**config.mk**
```make
export PLATFORM = sky130hd
export DESIGN_NAME = ial_top
export DESIGN_NICKNAME = d
export VERILOG_FILES = /design/src/ial_pkg.sv /design/src/ial_sync.sv /design/src/ial_port_latch.sv /design/src/ial_top.sv
export SDC_FILE = /design/constraint.sdc
export NUM_CORES = 1
export LEC_CHECK = 0
export ABC_AREA = 1
export BUFFER_PORTS_ARGS = -buffer_cell sky130_fd_sc_hd__buf_4
export CAP_MARGIN = 40
export CORE_MARGIN = 2
export CORE_UTILIZATION = 50
export CTS_BUF_LIST = sky130_fd_sc_hd__clkbuf_8
export DETAILED_ROUTE_END_ITERATION = 10
export GPL_TIMING_DRIVEN = 0
export HOLD_SLACK_MARGIN = 0.06
export PLACE_DENSITY_LB_ADDON = 0.25
export SYNTH_ARGS = -nofsm -noshare
export SYNTH_HDL_FRONTEND = slang
export SYNTH_SLANG_ARGS = --single-unit
```
**constraint.sdc**
```tcl
create_clock -name clk_sys -period 1.5 [get_ports clk_sys]
set_clock_uncertainty 0.1 [all_clocks]
set_input_delay 0.3 -clock clk_sys [delete_from_list [all_inputs] [get_ports clk_sys]]
set_output_delay 0.3 -clock clk_sys [all_outputs]
set_load 0.01 [all_outputs]
```
**src/ial_pkg.sv**
```systemverilog
package ial_pkg;

  // ****************************************
  // Register offsets (byte addresses)
  // ****************************************
  localparam logic [7:0] CFG_OFS    = 8'h00;
  localparam logic [7:0] PORTA_OFS  = 8'h04;
  localparam logic [7:0] PORTB_OFS  = 8'h08;
  localparam logic [7:0] STATUS_OFS = 8'h0C;

  // ****************************************
  // Configuration word fields
  // ****************************************
  localparam int SW_POS     = 0;
  localparam int PROC_BIT   = 6;
  localparam int SAMP_BIT   = 7;
  localparam int OSTB_POS   = 8;
  localparam int LSTB_BIT   = 10;
  localparam int A_LAT_BIT  = 11;
  localparam int A_FLT_BIT  = 12;
  localparam int B_LAT_BIT  = 13;
  localparam int B_FLT_BIT  = 14;
  localparam int MAP_BIT    = 15;
  localparam int A_EXT_BIT  = 16;
  localparam int B_EXT_BIT  = 17;
  localparam logic [31:0] CFG_RESET = 32'h0000_7800;
  localparam logic [31:0] CFG_MASK  = 32'h0003_FFFF;

  // ****************************************
  // Address map
  // ****************************************
  localparam int PORT_W    = 24;
  localparam int ADDR_W    = 20;
  localparam int SPAN_BITS = 2;
  localparam int PAGE_SHIFT = 12;
  localparam logic [19:0] TURBO_BASE  = 20'h7_8C00;
  localparam logic [19:0] TURBO_SSTEP = 20'h0_0100;
  localparam logic [19:0] STN_BASE    = 20'h0_8800;
  localparam logic [19:0] STN_SSTEP   = 20'h0_0040;
  localparam logic [19:0] LEG_TEN     = 20'h0_FFE0;
  localparam logic [19:0] LEG_TWELVE  = 20'h0_FFE8;
  localparam logic [19:0] LEG_FOURTEEN = 20'h0_FFF0;

  typedef enum logic [1:0] {OSTB_INV, OSTB_TRUE, OSTB_OFF} ial_ostb_e;

endpackage

```
**src/ial_sync.sv**
```systemverilog
`timescale 1ns/10ps
module ial_sync #(
  parameter int W = 1
) (
  input  wire logic         clk_sys,
  input  wire logic         srst,
  input  wire logic [W-1:0] d,
  output logic      [W-1:0] q
);

  logic [W-1:0] meta_reg;
  logic [W-1:0] q_reg;

  // Two stages before any logic looks at a pin
  always_ff @(posedge clk_sys) begin
    if (srst) begin
      meta_reg <= '0;
      q_reg    <= '0;
    end else begin
      meta_reg <= d;
      q_reg    <= meta_reg;
    end
  end

  assign q = q_reg;

endmodule // ial_sync

```
**src/ial_port_latch.sv**
```systemverilog
`timescale 1ns/10ps
module ial_port_latch (
  input  wire logic                         clk_sys,
  input  wire logic                         srst,
  input  wire logic                         capture,
  input  wire logic [ial_pkg::PORT_W-1:0]   din,
  output logic      [ial_pkg::PORT_W-1:0]   dout
);

  logic [ial_pkg::PORT_W-1:0] word_reg;
  logic [ial_pkg::PORT_W-1:0] word_next;

  // Hold last capture while no strobe or port in fault
  always_comb begin
    word_next = word_reg;
    if (capture) begin
      word_next = din;
    end
  end

  always_ff @(posedge clk_sys) begin
    if (srst) begin
      word_reg <= '0;
    end else begin
      word_reg <= word_next;
    end
  end

  assign dout = word_reg;

endmodule // ial_port_latch

```
**src/ial_top.sv**
```systemverilog
// Register access over Wishbone and the address map were decided locally.
`timescale 1ns/10ps
// What this block does
// - Switch positions 1,2 choose select line ten, twelve, fourteen or sixteen.
// - Turbo map: positions 3,4 pick page 78-7B, four addresses; 5,6 closed.
// - Station map: bases 8800 to B8C0, select offsets 00,40,80,C0 per page; processor jumper 2-3 puts last page ten-fourteen at FFE0, FFE8, FFF0.
// - After reset all switches closed: first page on select line ten.
// - Processor jumper 1-2 current processors, 2-3 older station processors.
// - Sample clock is servo clock in 1-2 (default), phase clock in 2-3.
// - Output strobe: inverted sample clock 1-2, true 2-3, off when removed.
// - Latch strobe: true sample clock 1-2 (default), inverted in 2-3.
// - Port A latch input triggers high when fitted, low when removed.
// - Port B latch input triggers high when fitted, low when removed.
// - Port A fault disables latch: low when fitted, high when removed.
// - Port B fault disables latch: low when fitted, high when removed.
// - Output strobe only for encoder sync, one pin, no other function.
// - Latch and fault inputs read high when the encoder supplies none.
module ial_top (
  input  wire logic        clk_sys,
  input  wire logic        srst,
  input  wire logic        wb_cyc_i,
  input  wire logic        wb_stb_i,
  input  wire logic        wb_we_i,
  input  wire logic [7:0]  wb_adr_i,
  input  wire logic [3:0]  wb_sel_i,
  input  wire logic [31:0] wb_dat_i,
  output logic      [31:0] wb_dat_o,
  output logic             wb_ack_o,
  input  wire logic        servo_clock,
  input  wire logic        phase_clock,
  input  wire logic        port_a_latch_input,
  input  wire logic        port_a_fault_input,
  input  wire logic        port_b_latch_input,
  input  wire logic        port_b_fault_input,
  input  wire logic [23:0] port_a_data,
  input  wire logic [23:0] port_b_data,
  input  wire logic [3:0]  bp_select,
  input  wire logic [19:0] bp_addr,
  input  wire logic        bp_strobe,
  output logic             output_sample_strobe,
  output logic             output_sample_strobe_en,
  output logic             latch_enable_strobe,
  output logic [3:0]       board_select_line,
  output logic             bp_hit,
  output logic [23:0]      port_a_latched,
  output logic [23:0]      port_b_latched
);

  // ****************************************
  // Pin synchronisers
  // ****************************************
  localparam int SYNC_W = 79;

  logic [SYNC_W-1:0] pins_s;
  logic [19:0]       addr_s;
  logic              bstb_s;
  logic [3:0]        bsel_s;
  logic              servo_s;
  logic              phase_s;
  logic              a_lat_s;
  logic              a_flt_s;
  logic              b_lat_s;
  logic              b_flt_s;
  logic [23:0]       data_a_s;
  logic [23:0]       data_b_s;

  ial_sync #(.W(SYNC_W)) u_sync (
    .clk_sys (clk_sys),
    .srst    (srst),
    .d       ({bp_addr, bp_strobe, bp_select, servo_clock, phase_clock,
                port_a_latch_input, port_a_fault_input,
                port_b_latch_input, port_b_fault_input,
                port_b_data, port_a_data}),
    .q       (pins_s)
  );

  assign {addr_s, bstb_s, bsel_s, servo_s, phase_s,
          a_lat_s, a_flt_s, b_lat_s, b_flt_s,
          data_b_s, data_a_s} = pins_s;

  // ****************************************
  // Address decode
  // ****************************************
  function automatic logic [19:0] base_addr(
    input logic       station,
    input logic       legacy,
    input logic [1:0] page,
    input logic [1:0] sel
  );
    logic [19:0] pg;
    pg = 20'(page) << ial_pkg::PAGE_SHIFT;
    if (!station) begin
      base_addr = ial_pkg::TURBO_BASE + pg
                  + 20'(ial_pkg::TURBO_SSTEP * sel);
    end else if (legacy && page == 2'h3 && sel != 2'h3) begin
      unique case (sel)
        2'h0:    base_addr = ial_pkg::LEG_TEN;
        2'h1:    base_addr = ial_pkg::LEG_TWELVE;
        default: base_addr = ial_pkg::LEG_FOURTEEN;
      endcase
    end else begin
      base_addr = ial_pkg::STN_BASE + pg
                  + 20'(ial_pkg::STN_SSTEP * sel);
    end
  endfunction

  // ****************************************
  // Configuration and Wishbone slave
  // ****************************************
  logic [31:0] cfg_reg;
  logic [31:0] cfg_next;
  logic        ack_reg;
  logic        ack_next;
  logic [31:0] dat_reg;
  logic [31:0] dat_next;
  logic [31:0] status_w;
  logic [19:0] base_w;
  logic [1:0]  sel_idx;
  logic [1:0]  page_idx;
  logic        sw_valid;
  logic        req;

  assign sel_idx  = cfg_reg[ial_pkg::SW_POS +: 2];
  assign page_idx = cfg_reg[ial_pkg::SW_POS + 2 +: 2];
  // Positions 5 and 6 must stay closed
  assign sw_valid = (cfg_reg[ial_pkg::SW_POS + 4 +: 2] == 2'h0);
  assign base_w   = base_addr(cfg_reg[ial_pkg::MAP_BIT],
                              cfg_reg[ial_pkg::PROC_BIT],
                              page_idx, sel_idx);
  assign status_w = {7'h00, sw_valid, page_idx, sel_idx, base_w};
  assign req      = wb_cyc_i & wb_stb_i;

  always_comb begin
    cfg_next = cfg_reg;
    ack_next = req & ~ack_reg;
    dat_next = dat_reg;
    if (req & ~ack_reg) begin
      unique case (wb_adr_i)
        ial_pkg::CFG_OFS:    dat_next = cfg_reg;
        ial_pkg::PORTA_OFS:  dat_next = {8'h00, port_a_latched};
        ial_pkg::PORTB_OFS:  dat_next = {8'h00, port_b_latched};
        ial_pkg::STATUS_OFS: dat_next = status_w;
        default:             dat_next = 32'h0000_0000;
      endcase
    end
    // Write lands on the edge where the master sees ack
    if (req & ack_reg & wb_we_i & (wb_adr_i == ial_pkg::CFG_OFS)) begin
      for (int i = 0; i < 4; i++) begin
        if (wb_sel_i[i]) begin
          cfg_next[8*i +: 8] = wb_dat_i[8*i +: 8];
        end
      end
      cfg_next = cfg_next & ial_pkg::CFG_MASK;
    end
  end

  always_ff @(posedge clk_sys) begin
    if (srst) begin
      cfg_reg <= ial_pkg::CFG_RESET;
      ack_reg <= 1'b0;
      dat_reg <= 32'h0000_0000;
    end else begin
      cfg_reg <= cfg_next;
      ack_reg <= ack_next;
      dat_reg <= dat_next;
    end
  end

  assign wb_ack_o = ack_reg;
  assign wb_dat_o = dat_reg;

  // ****************************************
  // Strobes, latch control, backplane hit
  // ****************************************
  ial_pkg::ial_ostb_e ostb_mode;
  logic samp;
  logic ostb_reg;
  logic ostb_next;
  logic oen_reg;
  logic oen_next;
  logic lstb_reg;
  logic lstb_next;
  logic [3:0] csel_reg;
  logic [3:0] csel_next;
  logic hit_reg;
  logic hit_next;
  logic a_lat_eff;
  logic a_flt_eff;
  logic b_lat_eff;
  logic b_flt_eff;
  logic a_active;
  logic b_active;
  logic a_dis;
  logic b_dis;
  logic rise;
  logic cap_a;
  logic cap_b;

  assign ostb_mode = ial_pkg::ial_ostb_e'(cfg_reg[ial_pkg::OSTB_POS +: 2]);

  always_comb begin
    samp = cfg_reg[ial_pkg::SAMP_BIT] ? phase_s : servo_s;
    ostb_next = 1'b0;
    oen_next  = 1'b0;
    // Only encoder sync; nothing else shares this pin
    unique case (ostb_mode)
      ial_pkg::OSTB_INV: begin
        ostb_next = ~samp;
        oen_next  = 1'b1;
      end
      ial_pkg::OSTB_TRUE: begin
        ostb_next = samp;
        oen_next  = 1'b1;
      end
      ial_pkg::OSTB_OFF: begin
        ostb_next = 1'b0;
        oen_next  = 1'b0;
      end
      default: begin
        ostb_next = 1'b0;
        oen_next  = 1'b0;
      end
    endcase
    lstb_next = cfg_reg[ial_pkg::LSTB_BIT] ? ~samp : samp;
    // Unused encoder signals read as pulled high
    a_lat_eff = cfg_reg[ial_pkg::A_EXT_BIT] ? a_lat_s : 1'b1;
    a_flt_eff = cfg_reg[ial_pkg::A_EXT_BIT] ? a_flt_s : 1'b1;
    b_lat_eff = cfg_reg[ial_pkg::B_EXT_BIT] ? b_lat_s : 1'b1;
    b_flt_eff = cfg_reg[ial_pkg::B_EXT_BIT] ? b_flt_s : 1'b1;
    a_active = cfg_reg[ial_pkg::A_LAT_BIT] ? a_lat_eff : ~a_lat_eff;
    b_active = cfg_reg[ial_pkg::B_LAT_BIT] ? b_lat_eff : ~b_lat_eff;
    a_dis = cfg_reg[ial_pkg::A_FLT_BIT] ? ~a_flt_eff : a_flt_eff;
    b_dis = cfg_reg[ial_pkg::B_FLT_BIT] ? ~b_flt_eff : b_flt_eff;
    rise  = lstb_next & ~lstb_reg;
    cap_a = rise & a_active & ~a_dis;
    cap_b = rise & b_active & ~b_dis;
    csel_next = sw_valid ? (4'h1 << sel_idx) : 4'h0;
    // Low address bits pick the word inside the board
    hit_next = sw_valid & bstb_s & |(bsel_s & csel_reg)
               & (addr_s[19:ial_pkg::SPAN_BITS]
                  == base_w[19:ial_pkg::SPAN_BITS]);
  end

  always_ff @(posedge clk_sys) begin
    if (srst) begin
      ostb_reg <= 1'b0;
      oen_reg  <= 1'b0;
      lstb_reg <= 1'b0;
      csel_reg <= 4'h0;
      hit_reg  <= 1'b0;
    end else begin
      ostb_reg <= ostb_next;
      oen_reg  <= oen_next;
      lstb_reg <= lstb_next;
      csel_reg <= csel_next;
      hit_reg  <= hit_next;
    end
  end

  assign output_sample_strobe    = ostb_reg;
  assign output_sample_strobe_en = oen_reg;
  assign latch_enable_strobe     = lstb_reg;
  assign board_select_line       = csel_reg;
  assign bp_hit                  = hit_reg;

  // ****************************************
  // Port latches
  // ****************************************
  ial_port_latch u_latch_a (
    .clk_sys (clk_sys),
    .srst    (srst),
    .capture (cap_a),
    .din     (data_a_s),
    .dout    (port_a_latched)
  );

  ial_port_latch u_latch_b (
    .clk_sys (clk_sys),
    .srst    (srst),
    .capture (cap_b),
    .din     (data_b_s),
    .dout    (port_b_latched)
  );
endmodule // ial_top

```
==> qor.txt <==
Area leader, netlist = dfxtp_1
Largest net degree at the start of global routing = 17
Drt pass-1 iters = 5
Global-route usage over all layers = 27.2%
Vias/cell = 4.71
Gp weighted congestion = 0.947
Count leader, synth = nor2_1
Initial drt markers = 593
Net switching power = 3.34 mW
Clk buf depth = 3
Unrepaired setup endpoints after global routing = true
Register area = 5150 um2
DRC viols = 0
Clock sink count = 254
Area Growth Syn to Fin = 42.9%
R2R Path End = u_latch_a.dout[3]$_SDFFE_PP0P_
Clock-pin slew on the worst setup and hold paths = 0.06 ns
Worst setup margin = -0.130 ns
Die footprint = 19400 um2
Worst Hold Launch = wb_sel_i[0]
Worst Path Max Fanout = 7
P per Cell Area = 1060 nW/um2
Fin crit share = 109%
Top cells by count, synth = nor2_1, dfxtp_1, nand2_1, inv_1, nand3_1
Slew @ Worst Pin = 0.863 ns
Status = finished, violations left
Hold EP = cfg_reg[3]$_SDFFE_PP0P_
Filler cells = 1313
Worst VDD drop = 0.737 mV
First-pass GRT wire length = 41500 um
Initial antenna violation count = 0
Net Sw Frac = 24.2%
Footprint of the multi-input gates = 3010 um2
Die extent in y = 139 um
Netlist cell types = 23
Post-route ant nets = 0
R2R Path Start = cfg_reg[7]$_SDFFE_PP0P_
LEAKAGE = 6.37 nW
Sequential area share after synthesis = 55.6%
# Max-Cap Violations = 0
Layout cells sized above 1 = 23.4%
Core box area = 18000 um2
Main synth FF type = dfxtp_1
Buffers on Ports = 192
Logic pwr share = 9.6%
Overflow after GRT = 0
Int Pwr = 10.5 mW
CTS tree = built
Clk pwr share = 38.5%
Category of the most critical setup path = flop to flop
CTS Buf Count = 39
Critical Path RT = 1.87 ns
Placed Cells incl. Taps = 1677
Relative slew slack = 42.5%
Mapped Cells = 1250
Final std cells w/o fill = 1862
Via count = 8763
I/O pins = 217
WL/cell = 14.6 um
Max Slew Vio Count = 0
Final core utilization = 72.8%
Worst R2R Path Depth = 8
Ys async rst share = 0%
Vias in the first global route = 8360
Final wirelength = 27100 um
Hold Slack = 0.0647 ns
Final Setup Violations = 49
Failing checks = negative setup slack
Syn Area/Cell = 7.32 um2
Ranking of synthesized cells by area = dfxtp_1, nor2_1, nand2_1
Syn. warnings = 0
N_diodes = 0
H-Tree Depth = 2
Hold Vio Cnt, Final = 0
Root Buffer = clkbuf_8
Yosys reg bits = 254
NumNets Final = 1738
Die Span X = 139 um
Initial Util = 51.0%
R2R setup slack = -0.13 ns
Sequential group share of total power = 51.9%
Number of flops mapped to enable cells by yosys = 0
Clk_lat worst skew = 0.53 ns
Min cycle time layout = 1.63 ns
Crit. End Element = flop
# rows = 49
HP Class = input port to flop
CP startpoint kind = flop
Half-perimeter wire length after placement = 18300 um
Synth top area share = 55.6%
Setup TNS = -4.73 ns
Netlist Area Pre-Place = 9150 um2
FMAX = 0.614 GHz
Hold depth = 3
WP data arrival = 2.00 ns
## worst max-delay path: stages (launching register included)
cell	delay, ns
dfxtp_4	0.37
o21ai_4	0.16
xor2_2	0.19
nand2_2	0.12
nor2_4	0.18
buf_6	0.18
buf_6	0.14
nor2_1	0.04
nor2_1	0.09
## per-stage QoR
step	power [mW]	setup WS, ns	cell area (um2)
after detailed placement	8.33	-0.410	10900
final	13.8	-0.130	13100
after floorplan	7.78	0.0420	9180
after CTS	13.8	-0.0975	12900
after global routing	14.3	-0.225	13100
after global placement	8.31	-0.384	10900
## power groups by stage
stage | clock network (mW) | logic (mW) | registers, mW
3_3_place_gp | 0 | 1.01 | 7.30
6_report | 5.32 | 1.32 | 7.18
4_1_cts | 5.36 | 1.28 | 7.17
2_1_floorplan | 0 | 0.495 | 7.28
5_1_grt | 5.66 | 1.45 | 7.19
3_5_place_dp | 0 | 1.03 | 7.31
## worst max-delay path by stage
stage	start	cells after the start	slack [ns]	end
6_report	cfg_reg[7]$_SDFFE_PP0P_	8	-0.13	u_latch_a.dout[3]$_SDFFE_PP0P_
5_1_grt	cfg_reg[7]$_SDFFE_PP0P_	8	-0.22	u_latch_a.dout[11]$_SDFFE_PP0P_
4_1_cts	cfg_reg[7]$_SDFFE_PP0P_	9	-0.1	u_latch_b.dout[15]$_SDFFE_PP0P_
3_5_place_dp	srst	4	-0.41	u_sync.meta_reg[0]$_SDFF_PP0_
3_3_place_gp	srst	4	-0.38	wb_ack_o$_SDFF_PP0_
2_1_floorplan	cfg_reg[7]$_SDFFE_PP0P_	9	0.04	u_latch_a.dout[17]$_SDFFE_PP0P_
## layout by cell type, fill, tap and decap left out, types with 2 or more instances in the layout
cell / n
a21oi_1: 42
buf_16: 2
buf_2: 6
buf_4: 226
buf_6: 7
buf_8: 3
clkbuf_1: 31
clkbuf_2: 2
clkbuf_8: 46
clkinv_1: 2
clkinv_2: 4
clkinvlp_4: 2
conb_1: 7
dfxtp_1: 212
dfxtp_2: 38
dfxtp_4: 4
dlygate4sd3_1: 97
inv_1: 248
inv_2: 3
nand2_1: 245
nand2_2: 6
nand2_4: 2
nand3_1: 51
nand3_2: 2
nand4_1: 9
nor2_1: 266
nor2_2: 18
nor2_4: 4
nor3_1: 3
o21ai_0: 24
o21ai_1: 2
o21bai_1: 5
or2_2: 2
xnor2_1: 2
xor2_1: 3
## what timing repair did
action	CTS	global route
endpoints found under the hold margin	99	0
hold buffers	97	0
endpoints found under the setup margin	98	93
gates resized for setup	81	44
pin swaps	26	14
buffers inserted	10	9
gates cloned	6	1
## cell families (layout without fill, tap and decap cells)
group / after synthesis / after routing / synth area share [%]
compound gates: 75 / 75 / 4.28
flops: 254 / 254 / 55.6
simple gates: 610 / 610 / 26.2
xor+xnor: 6 / 6 / 0.574
other cells: 1 / 7 / 0.0410
buf+inv: 304 / 681 / 13.4
## metal layers
layer,GRT usage (%),up-vias,wire [um]
li1,-,4356,-
met1,32.9,3991,11000
met2,45.5,327,12900
met3,5.23,89,1850
met4,15.3,0,1390
met5,0,-,0
## area by class of cell
class | count | area share (%)
clock inverter | 18 | 0.622
timing repair buffer | 315 | 20.2
multi-input combinational | 698 | 23.0
inverter | 242 | 6.98
tap | 229 | 2.19
clock buffer | 46 | 4.84
buffer | 60 | 2.76
sequential | 254 | 39.4
No activity file was read; power rests on OpenSTA's default activity.
